[src/hdl/otpfw_pkg.sv]
// Package for the fuse-based one-time-programmable wiper setting block.
// Assumes a single 50 MHz clock and an asynchronous active-low reset.
`default_nettype none

package otpfw_pkg;
	// ==========================================================
	// Widths and codes
	localparam int CODE_W = 8;
	localparam logic [7:0] MIDSCALE_CODE = 8'h80;
	localparam int TAP_COUNT = 256;
	localparam logic [1:0] VAL_READY = 2'h0;
	localparam logic [1:0] VAL_TEST_FAIL = 2'h1;
	localparam logic [1:0] VAL_MISMATCH = 2'h2;
	localparam logic [1:0] VAL_LOCKED = 2'h3;
	// ==========================================================
	// Timing: internal programming clock derived from clk
	localparam int CLK_HZ = 50000000;
	localparam int PROG_CLK_HZ = 1000000;
	localparam int PROG_DIV = CLK_HZ / PROG_CLK_HZ;
	localparam logic [7:0] PROG_DIV_LAST = 8'(PROG_DIV - 1);
	localparam logic [2:0] DATA_FUSE_LAST = 3'h7;
	// ==========================================================
	// Sequencer states, Gray coded along the usual path
	typedef enum logic [2:0] {
		OTPFW_IDLE = 3'h0,
		OTPFW_TEST = 3'h1,
		OTPFW_DATA = 3'h3,
		OTPFW_CMP = 3'h2,
		OTPFW_LOCK = 3'h6
	} otpfw_state_t;
endpackage : otpfw_pkg

`default_nettype wire

[src/hdl/otpfw_core.sv]
// Fuse programming sequencer with wiper code register and validation status.
// Assumes the serial bus front end decodes writes, triggers and reads; fuses are
// modelled by burn strobes and sense inputs; reset stands for power-on.
// Trade-off: a fixed pacing divider keeps every burn period equal, whatever the fuse speed.
// Limitation: the test fuse must read as blown by the end of its own pacing period, data fuses by the end of the compare period.
// Functional notes
// - Unlocked power-on loads midscale code.
// - Eight-bit wiper code, unlimited writes before lock.
// - Two-bit validation status readable by host.
// - Status 00 ready,01 test,10 mismatch,11 done.
// - Trigger enables internal pacing clock.
// - Test fuse fail stops with 01.
// - Eight data fuses, one per tick.
// - Compare fuses to code; mismatch gives 10.
// - Retry allowed after mismatch.
// - Match blows lock, status 11, refuse more.
// - Fuse latches read at power-on.
// - Eight data, one test, one lock fuse.
// - Code selects one of 256 taps.
// - Wiper-to-A falls as code rises.
`default_nettype none

module otpfw_core (
	input wire logic clk,
	input wire logic rst_n,
	input wire logic codeWrite,
	input wire logic [7:0] codeData,
	input wire logic burnTrigger,
	input wire logic testFuseSense,
	input wire logic [7:0] dataFuseSense,
	input wire logic lockFuseSense,
	output logic testFuseBurn,
	output logic [7:0] dataFuseBurn,
	output logic lockFuseBurn,
	output logic [7:0] wiperCode,
	output logic [255:0] tapSelect,
	output logic [7:0] wiperToACode,
	output logic validation_hi,
	output logic validation_lo,
	output logic busy
);
	otpfw_pkg::otpfw_state_t state_reg;
	logic [7:0] wiper_code_reg;
	logic [1:0] status_reg;
	logic [2:0] bit_reg;
	logic bootDone_reg;
	logic testBurn_reg;
	logic [7:0] dataBurn_reg;
	logic lockBurn_reg;
	logic tick;
	logic running;
	logic locked;
	logic startSeq;
	logic fuseMatch;

	// ==========================================================
	// Pacing clock runs only during a sequence
	assign running = (state_reg != otpfw_pkg::OTPFW_IDLE);
	otpfw_tick u_tick (
		.clk(clk),
		.rst_n(rst_n),
		.run(running),
		.tick(tick)
	);

	// Lock state comes from the fuse or the stored status
	assign locked = lockFuseSense || (status_reg == otpfw_pkg::VAL_LOCKED);
	assign startSeq = burnTrigger && !running && !locked && bootDone_reg;
	assign fuseMatch = (dataFuseSense == wiper_code_reg);

	// ==========================================================
	// Wiper register: midscale or fused latches after power-on, then host writes
	always_ff @(posedge clk or negedge rst_n)
	begin
		if (!rst_n)
			wiper_code_reg <= otpfw_pkg::MIDSCALE_CODE;
		else if (!bootDone_reg && lockFuseSense)
			wiper_code_reg <= dataFuseSense;
		else if (codeWrite && !running && !locked)
			wiper_code_reg <= codeData;
	end

	// Latch sampling happens once, on the first edge after release
	always_ff @(posedge clk or negedge rst_n)
	begin
		if (!rst_n)
			bootDone_reg <= 1'b0;
		else
			bootDone_reg <= 1'b1;
	end

	// ==========================================================
	// Sequencer; burn strobes are held for one pacing period each
	always_ff @(posedge clk or negedge rst_n)
	begin
		if (!rst_n)
		begin
			state_reg <= otpfw_pkg::OTPFW_IDLE;
			status_reg <= otpfw_pkg::VAL_READY;
			bit_reg <= 3'h0;
			testBurn_reg <= 1'b0;
			dataBurn_reg <= 8'h00;
			lockBurn_reg <= 1'b0;
		end
		else if (!bootDone_reg)
		begin
			if (lockFuseSense)
				status_reg <= otpfw_pkg::VAL_LOCKED;
		end
		else
		begin
			unique case (state_reg)
				otpfw_pkg::OTPFW_IDLE:
				begin
					if (startSeq)
					begin
						state_reg <= otpfw_pkg::OTPFW_TEST;
						testBurn_reg <= 1'b1;
						bit_reg <= 3'h0;
					end
				end
				otpfw_pkg::OTPFW_TEST:
				begin
					if (tick)
					begin
						testBurn_reg <= 1'b0;
						if (!testFuseSense)
						begin
							state_reg <= otpfw_pkg::OTPFW_IDLE;
							status_reg <= otpfw_pkg::VAL_TEST_FAIL;
						end
						else
						begin
							state_reg <= otpfw_pkg::OTPFW_DATA;
							dataBurn_reg <= {7'h00, wiper_code_reg[0]};
						end
					end
				end
				otpfw_pkg::OTPFW_DATA:
				begin
					if (tick)
					begin
						if (bit_reg == otpfw_pkg::DATA_FUSE_LAST)
						begin
							dataBurn_reg <= 8'h00;
							state_reg <= otpfw_pkg::OTPFW_CMP;
						end
						else
						begin
							bit_reg <= bit_reg + 3'h1;
							dataBurn_reg <= wiper_code_reg & (8'h01 << (bit_reg + 3'h1));
						end
					end
				end
				otpfw_pkg::OTPFW_CMP:
				begin
					if (tick)
					begin
						if (fuseMatch)
						begin
							state_reg <= otpfw_pkg::OTPFW_LOCK;
							lockBurn_reg <= 1'b1;
						end
						else
						begin
							state_reg <= otpfw_pkg::OTPFW_IDLE;
							status_reg <= otpfw_pkg::VAL_MISMATCH;
						end
					end
				end
				otpfw_pkg::OTPFW_LOCK:
				begin
					if (tick)
					begin
						lockBurn_reg <= 1'b0;
						state_reg <= otpfw_pkg::OTPFW_IDLE;
						status_reg <= otpfw_pkg::VAL_LOCKED;
					end
				end
				default:
					state_reg <= otpfw_pkg::OTPFW_IDLE;
			endcase
		end
	end

	// ==========================================================
	// Outputs; tap decode is one-hot, A-side code is the complement
	assign testFuseBurn = testBurn_reg;
	assign dataFuseBurn = dataBurn_reg;
	assign lockFuseBurn = lockBurn_reg;
	assign wiperCode = wiper_code_reg;
	assign tapSelect = 256'(1) << wiper_code_reg;
	assign wiperToACode = ~wiper_code_reg;
	assign validation_hi = status_reg[1];
	assign validation_lo = status_reg[0];
	assign busy = running;

	// ==========================================================
	// Assertions
	property p_midscale;
		@(posedge clk) disable iff (!rst_n)
		($rose(bootDone_reg) && !$past(lockFuseSense)) |-> wiper_code_reg == otpfw_pkg::MIDSCALE_CODE;
	endproperty
	a_midscale: assert property (p_midscale) else $error("not midscale after reset");

	property p_write;
		@(posedge clk) disable iff (!rst_n)
		(codeWrite && !running && !locked && bootDone_reg) |=> wiper_code_reg == $past(codeData);
	endproperty
	a_write: assert property (p_write) else $error("code write lost");

	property p_testfail;
		@(posedge clk) disable iff (!rst_n)
		(state_reg == otpfw_pkg::OTPFW_TEST && tick && !testFuseSense) |=> status_reg == 2'h1 && !running;
	endproperty
	a_testfail: assert property (p_testfail) else $error("test fail not reported");

	property p_mismatch;
		@(posedge clk) disable iff (!rst_n)
		(state_reg == otpfw_pkg::OTPFW_CMP && tick && !fuseMatch) |=> status_reg == 2'h2;
	endproperty
	a_mismatch: assert property (p_mismatch) else $error("mismatch not reported");

	property p_lock;
		@(posedge clk) disable iff (!rst_n)
		(state_reg == otpfw_pkg::OTPFW_CMP && tick && fuseMatch) |=> lockBurn_reg ##[1:60] status_reg == 2'h3;
	endproperty
	a_lock: assert property (p_lock) else $error("lock not completed");

	property p_refuse;
		@(posedge clk) disable iff (!rst_n)
		(status_reg == 2'h3 && !running) |=> !running;
	endproperty
	a_refuse: assert property (p_refuse) else $error("programming after lock");

	property p_start;
		@(posedge clk) disable iff (!rst_n)
		startSeq |=> running && testBurn_reg;
	endproperty
	a_start: assert property (p_start) else $error("trigger did not start");

	property p_hold;
		@(posedge clk) disable iff (!rst_n)
		(!running && !startSeq && bootDone_reg) |=> $stable(status_reg);
	endproperty
	a_hold: assert property (p_hold) else $error("status changed while idle");

	property p_onehot;
		@(posedge clk) disable iff (!rst_n)
		$countones(dataBurn_reg) <= 1;
	endproperty
	a_onehot: assert property (p_onehot) else $error("several data fuses at once");

	// ==========================================================
	// Strobes, decode, retries and refused requests
	property p_refusewrite;
		@(posedge clk) disable iff (!rst_n)
		(codeWrite && (running || locked) && bootDone_reg) |=> $stable(wiper_code_reg);
	endproperty
	a_refusewrite: assert property (p_refusewrite) else $error("code changed while busy or locked");

	property p_retry;
		@(posedge clk) disable iff (!rst_n)
		(burnTrigger && !running && !locked && status_reg != otpfw_pkg::VAL_READY) |=> running;
	endproperty
	a_retry: assert property (p_retry) else $error("retry trigger not taken");

	property p_idleburn;
		@(posedge clk) disable iff (!rst_n)
		!running |-> !testBurn_reg && !lockBurn_reg && dataBurn_reg == 8'h00;
	endproperty
	a_idleburn: assert property (p_idleburn) else $error("burn strobe outside a sequence");

	property p_datasubset;
		@(posedge clk) disable iff (!rst_n)
		(dataBurn_reg & ~wiper_code_reg) == 8'h00;
	endproperty
	a_datasubset: assert property (p_datasubset) else $error("data fuse burned for a zero bit");

	property p_lockstrobe;
		@(posedge clk) disable iff (!rst_n)
		lockBurn_reg |-> state_reg == otpfw_pkg::OTPFW_LOCK;
	endproperty
	a_lockstrobe: assert property (p_lockstrobe) else $error("lock fuse burned outside lock phase");

	property p_tickgap;
		@(posedge clk) disable iff (!rst_n)
		tick |-> running ##1 !tick;
	endproperty
	a_tickgap: assert property (p_tickgap) else $error("pacing pulse outside a sequence");

	property p_tapdecode;
		@(posedge clk) disable iff (!rst_n)
		tapSelect[wiper_code_reg] && $onehot(tapSelect);
	endproperty
	a_tapdecode: assert property (p_tapdecode) else $error("tap decode not one-hot");

	// Scenario coverage
	c_testfail: cover property (@(posedge clk) disable iff (!rst_n) status_reg == 2'h1);
	c_mismatch: cover property (@(posedge clk) disable iff (!rst_n) status_reg == 2'h2);
	c_locked: cover property (@(posedge clk) disable iff (!rst_n) status_reg == 2'h3);
	c_retry: cover property (@(posedge clk) disable iff (!rst_n) startSeq && status_reg == otpfw_pkg::VAL_MISMATCH);
	c_relatch: cover property (@(posedge clk) disable iff (!rst_n) !bootDone_reg && lockFuseSense);
endmodule : otpfw_core

`default_nettype wire

[src/hdl/otpfw_tick.sv]
// Enable divider that paces the fuse sequencer.
// Assumes the enable input is high only while a sequence runs.
`default_nettype none

module otpfw_tick (
	input wire logic clk,
	input wire logic rst_n,
	input wire logic run,
	output logic tick
);
	logic [7:0] cnt_reg;

	// ==========================================================
	// Counter restarts with every sequence, so the first pulse has a fixed delay
	always_ff @(posedge clk or negedge rst_n)
	begin
		if (!rst_n)
			cnt_reg <= 8'h00;
		else if (!run || cnt_reg == otpfw_pkg::PROG_DIV_LAST)
			cnt_reg <= 8'h00;
		else
			cnt_reg <= cnt_reg + 8'h01;
	end

	assign tick = run && (cnt_reg == otpfw_pkg::PROG_DIV_LAST);
endmodule : otpfw_tick

`default_nettype wire

[config.mk]
export PLATFORM = sky130hd
export DESIGN_NAME = otpfw_core
export DESIGN_NICKNAME = d
export VERILOG_FILES = /design/src/hdl/otpfw_pkg.sv /design/src/hdl/otpfw_core.sv /design/src/hdl/otpfw_tick.sv
export SDC_FILE = /design/constraint.sdc
export NUM_CORES = 1
export LEC_CHECK = 0
export BUFFER_PORTS_ARGS = -buffer_cell sky130_fd_sc_hd__buf_2
export CORE_AREA = 2 2 119 121
export DETAILED_ROUTE_END_ITERATION = 8
export DIE_AREA = 0 0 121 123
export HOLD_SLACK_MARGIN = 0.12
export PLACE_DENSITY_LB_ADDON = 0.05
export RECOVER_POWER = 100
export SYNTH_ARGS = -nofsm -noshare
export SYNTH_HDL_FRONTEND = slang
export SYNTH_SLANG_ARGS = --single-unit
[constraint.sdc]
create_clock -name clk -period 1.6 [get_ports clk]
set_input_delay 0.16 -clock clk [delete_from_list [all_inputs] [get_ports clk]]
set_output_delay 0.16 -clock clk [all_outputs]
set_load 0.005 [all_outputs]
== After elaboration in Yosys (flattened, before gate mapping) ==
Cells that the tools add are included.
W data, S select, Z words.
Storage, ports and cells
  flip-flop bits (word level): 35
  input port bits: 22
  output and inout port bits: 285
  logic and storage cells: 99
Cells by class
  $add $sub $neg: 2
  eq/ne operators: 23
  shift-type cells: 2
  muxes and demuxes: 35
  bitwise logic cells: 2
  reduce and logical (&&, ||, !) cells: 26
Operators by type and width (number)
  $shl A1 B8 Y256 const A: 1
  $mux W8: 7
  $mux W3: 10
  $ne A2 B2 Y1 const B: 9
  $mux W2: 8
  $pmux W8 S2: 1
  $ne A3 B3 Y1 const B: 5
  $pmux W3 S5: 1
  $reduce_and A5 Y1: 3
  $reduce_and A7 Y1: 2
  $reduce_bool A2 Y1: 6
  $add A8 B1 Y8 const B: 1
  $and A8 B8 Y8: 1
  $eq A8 B6 Y1 const B: 1
  $eq A8 B8 Y1: 1
  $not A8 Y8: 1
  $shl A1 B3 Y8 const A: 1
  $logic_and A1 B1 Y1: 7
  $eq A3 B2 Y1 const B: 2
  $eq A3 B3 Y1 const B: 2
  $pmux W2 S3: 1
  $pmux W3 S2: 1
  $mux W1: 4
  $ne A4 B1 Y1 const B: 1
  other kinds (9): 13

== Depth between registers and ports, before layout ==
  word-level depth: 7
  gate-level depth with buffers: 9
  mapped depth without buffers: 7

== By module ==
A second synthesis with hierarchy kept.
Unflattened totals
  cells, all modules: 610
  area, all modules: 3724.8 um2
By module, submodules not included
  otpfw_core: instances 1, cells each 572, area an instance 3311.9 um2, sequential area each 676.9 um2
  otpfw_tick: instances 1, cells each 38, area an instance 412.9 um2, sequential area each 200.2 um2

== Worst setup path after synthesis ==
Ideal clock, no wire load.
  path kind: register to register
  start: register u_tick.cnt_reg[1]
  end: register state_reg[1]
  setup time: 0.127 ns
  arrival time: 1.601 ns
  data required time: 1.473 ns
  path slack: -0.128 ns
  cell stages (with the launch flop): 8
  buffers on the path: 0
  clock period less this slack: 1.728 ns
  cells stage by stage: dfrtp_1 inv_1 ha_1 nor3b_4 nand2_2 a311oi_2 nand3_2 mux2_1
Between the ends
  cells in the longest elaborated chain, start to end: 4
  elaborated cells between the ends (all ways): 7
  classes of those cells: eq/ne (5); reduce/logical (2)
Ends and longest elaborated chain
  from (decl): line otpfw_tick.sv:11  | logic [7:0] cnt_reg;
  from (signal assigned): line otpfw_tick.sv:22  | cnt_reg <= cnt_reg + 8'h01;
  $eq A8 B6 Y1 (*): line otpfw_tick.sv:25  | assign tick = run && (cnt_reg == otpfw_pkg::PROG_DIV_LAST);
  $logic_and A1 B1 Y1 (*): line otpfw_tick.sv:25
  $ne A2 B2 Y1 (no source line)
  $reduce_and A7 Y1 (no source line) (*)
  to (signal assigned): line otpfw_core.sv:166  | state_reg <= otpfw_pkg::OTPFW_IDLE;
  to (signal assigned): line otpfw_core.sv:176  | state_reg <= otpfw_pkg::OTPFW_IDLE;
  to (signal assigned): line otpfw_core.sv:181  | state_reg <= otpfw_pkg::OTPFW_IDLE;
  to (decl): line otpfw_core.sv:42  | otpfw_pkg::otpfw_state_t state_reg;
Mark *: on every way between the ends. The rest lies on a longest branch, timed or not.
A chain may end at the register's enable or synchronous reset.

== Final worst setup path ==
  start: register wiper_code_reg[7] (netlist: wiperCode[7])
  end: output tapSelect[225]
Between the ends
  cells in the longest elaborated chain, start to end: 1
Ends and longest elaborated chain
  from (decl): line otpfw_core.sv:43  | logic [7:0] wiper_code_reg;
  from (signal assigned): line otpfw_core.sv:76  | wiper_code_reg <= otpfw_pkg::MIDSCALE_CODE;
  from (signal assigned): line otpfw_core.sv:78  | wiper_code_reg <= dataFuseSense;
  from (signal assigned): line otpfw_core.sv:80  | wiper_code_reg <= codeData;
  $shl A1 B8 Y256: line otpfw_core.sv:192  | assign tapSelect = 256'(1) << wiper_code_reg;
  to (decl): line otpfw_core.sv:36  | output logic [255:0] tapSelect,
No other way between the ends.

==> parameters.txt <==
Parameter                              Value

Timing
  Min setup slack post-route    -0.303 ns
  Final hold violation count    0
  Ratio of final minimum period to clock period    1.19
  Setup-violating endpoint count in the final report    266
  Max frequency    0.525 GHz
  Max-slew headroom at the worst pin    0.403
  Setup repair after global routing missed its margin    yes
  Clock period minus worst slack    1.90 ns
  Final Max Tran Viols    0
  Worst Max-Slew Pin Slew    0.896 ns
  Clock skew after layout    0.00314 ns

CTS
  Longest Clk Path Bufs    2
  H-tree depth    2
  TritonCTS sink count    35
  Num CTS Buffers    5
  Root Buffer    clkbuf_16
  Source-to-sink clock delay at the later pin of the worst-skew pair    0.28 ns
  Clk pin slew, worst setup/hold paths    around 0.05 ns
  Clock tree from TritonCTS    done

Logic synthesis
  Netlist Area Pre-Place    0.00338 mm^2
  Per-instance average area after synthesis    6.00 um^2
  Synth unique cells    47
  Cells after synthesis    563
  Post-Synthesis Net Count    593
  Sequential element share of the synthesized area    0.260
  Proportion of register bits with asynchronous set or reset after synthesis    1.00
  EDFF count, synth    0
  Warnings from Yosys    0
  FF+latch count, synth    35
  Most common flop cell mapped by yosys    dfrtp_1

Critical path
  Origin of the worst setup path    wiperCode[7]
  Startpoint of the worst register-to-register path    wiperCode[3]
  Class of the most critical setup path    reg2out
  Highest net fanout along the worst path    12
  Startpoint kind of the worst setup timing path    flop
  Worst setup endpoint    tapSelect[225]
  R2R depth    7
  Arr. time, crit path    1.74 ns
  Reg-to-reg critical path endpoint    state_reg[1]
  Worst Path Required    1.44 ns
  Worst Setup End Kind    output pin
  Worst setup slack for register-to-register paths    -0.26 ns

Detailed routing
  Remaining antenna violation count    0
  Detailed Route WL    between 20000 and 25000 um
  Iter 0 DRT Violations    ~250
  Via count    5775
  Count of TritonRoute iterations in the first routing pass    5
  Detail-routed via count per cell    ~4.9
  Post-route DRC violation count    0
  Routed length per instance    17.9 um

Global routing
  Vias in the first global route    ~5000
  Antenna violations before repair    0
  Sum of overflow across all layers after global routing    0
  Wire length of the first global-routing pass    29200 um
  Total GRT Usage    0.249
  Pin count of the biggest net entering global routing    36

Floorplan
  Num ports    307
  Die width    121 um
  Initial cell density of the core    0.248
  Die area    0.0149 mm^2
  # rows    43
  Floorplan core area    0.0136 mm^2
  Die span in y    123 um

Cells and area
  Commonest non-fill, non-tap cell in the layout    buf_2
  Synthesis-to-finish area growth    155%
  Final net count    approximately 1000
  Number of antenna repair diodes    0
  Final core occ    0.633
  Footprint of the multi-input gates    around 0.0040 mm^2
  Register area    881 um^2
  Share of post-route cells with drive strength above 1    0.715
  Filler Cell Count    1174
  Commonest cells after routing, fill and taps aside    287 x buf_2, 119 x nor2_1, 88 x nor2_4, 70 x buf_4, 67 x buf_6
  Final std cell area, no fill    0.00862 mm^2

Run status
  Status    finished, violations left
  Violated checks    setup timing

Placed design
  Dpl cell area    0.00581 mm^2
  Worst setup slack before clock tree synthesis    -0.223 ns
  Sum of net half-perimeters after detailed placement    15100 um
  IO buf count    306
  Routability congestion estimate from global placement    0.879

Power and ir drop
  Post-route total power    4340 uW
  Leakage power of the design    approximately 0.0041 uW
  Power per unit of standard cell area    503 mW/mm^2
  Worst vdd ir    340 uV

Min path
  Tightest Hold Check Type    in2reg

Job
  Max-cap viol count    0
area by class of cell:
class,instances,area share
Clock inverter,1,0.000581
Timing Repair Buffer,465,0.385
Tap cell,180,0.0261
Inverter,14,0.00769
Multi-Input combinational cell,481,0.463
Sequential cell,35,0.102
Clock buffer,7,0.0154
per-layer routing:
layer	global-route usage	wire length, um
met1	0.336	8650
met2	0.423	10800
met3	0.0457	1460
met4	0.0407	350
met5	0	0
per-stage QoR:
stage | TNS [ns] | hold slack, ns | std cells
floorplan | -0.245 | -0.136 | 563
CTS | -48.70 | 0.130 | 1158
global placement | -10.42 | 0.233 | 1114
global route | -77.39 | 0.147 | 1183
finish | -56.89 | 0.125 | 1183
detailed placement | -16.21 | 0.231 | 1114
where the power goes:
group | internal [uW] | switching, uW
combinational | 998 | 1440
sequential | 921 | 50.8
clock | 575 | 351
timing repair:
| item | CTS | global route |
|---|---|---|
| hold buffers | 1 | 0 |
| cloned | 4 | 6 |
| buffers inserted | 32 | 25 |
| pin swaps | 53 | 98 |
| resized for setup | 185 | 346 |
| endpoints found under the setup margin | 266 | 279 |
| hold endpoints to repair | 34 | 0 |
kinds of logic after synthesis:
kind of cell / after synthesis / share of synthesized area
AO/OA/AOI/OAI: 37 / 0.0659
adder cells (fa/ha/maj): 8 / 0.0296
AND/OR/NAND/NOR: 406 / 0.504
XOR/XNOR: 14 / 0.0363
flip-flops: 35 / 0.260
other: 1 / 0.00111
multiplexers: 13 / 0.0407
buffers and inverters: 49 / 0.0622
synthesized netlist by cell type (all sizes together) (3+ instances only):
cell type	number	area, um^2
a21oi	5	25.0
and3	3	20.0
buf	11	67.6
clkbuf	24	90.1
dfrtp	34	851
ha	8	100
inv	13	48.8
mux2	3	37.5
mux2i	10	100
nand2	67	254
nand3	25	130
nand4	5	31.3
nor2	260	976
nor2b	3	26.3
nor3	23	115
nor4	8	50.1
o21ai	21	105
o31ai	3	22.5
or3	3	18.8
xnor2	4	35.0
xor2	10	87.6
worst max-delay path, cell delays in order, from the launching register on:
cell,delay (ns)
dfstp_2,0.59
inv_2,0.07
nor2_4,0.14
buf_4,0.14
buf_8,0.12
nand2_4,0.12
nor2_1,0.15
buf_2,0.13
worst min-delay path by stage:
| stage | start | to | slack (ns) | cells after the start |
|---|---|---|---|---|
| after floorplan | rst_n | bit_reg[0] | -0.14 | 0 |
| after global placement | rst_n | u_tick.cnt_reg[0] | 0.23 | 2 |
| after detailed placement | rst_n | u_tick.cnt_reg[0] | 0.23 | 2 |
| after CTS | dataFuseSense[5] | wiperCode[5] | 0.13 | 3 |
| after global routing | dataFuseSense[0] | wiperCode[0] | 0.15 | 3 |
| final | dataFuseSense[0] | wiperCode[0] | 0.12 | 3 |
Power figures use the tool's default switching activity.
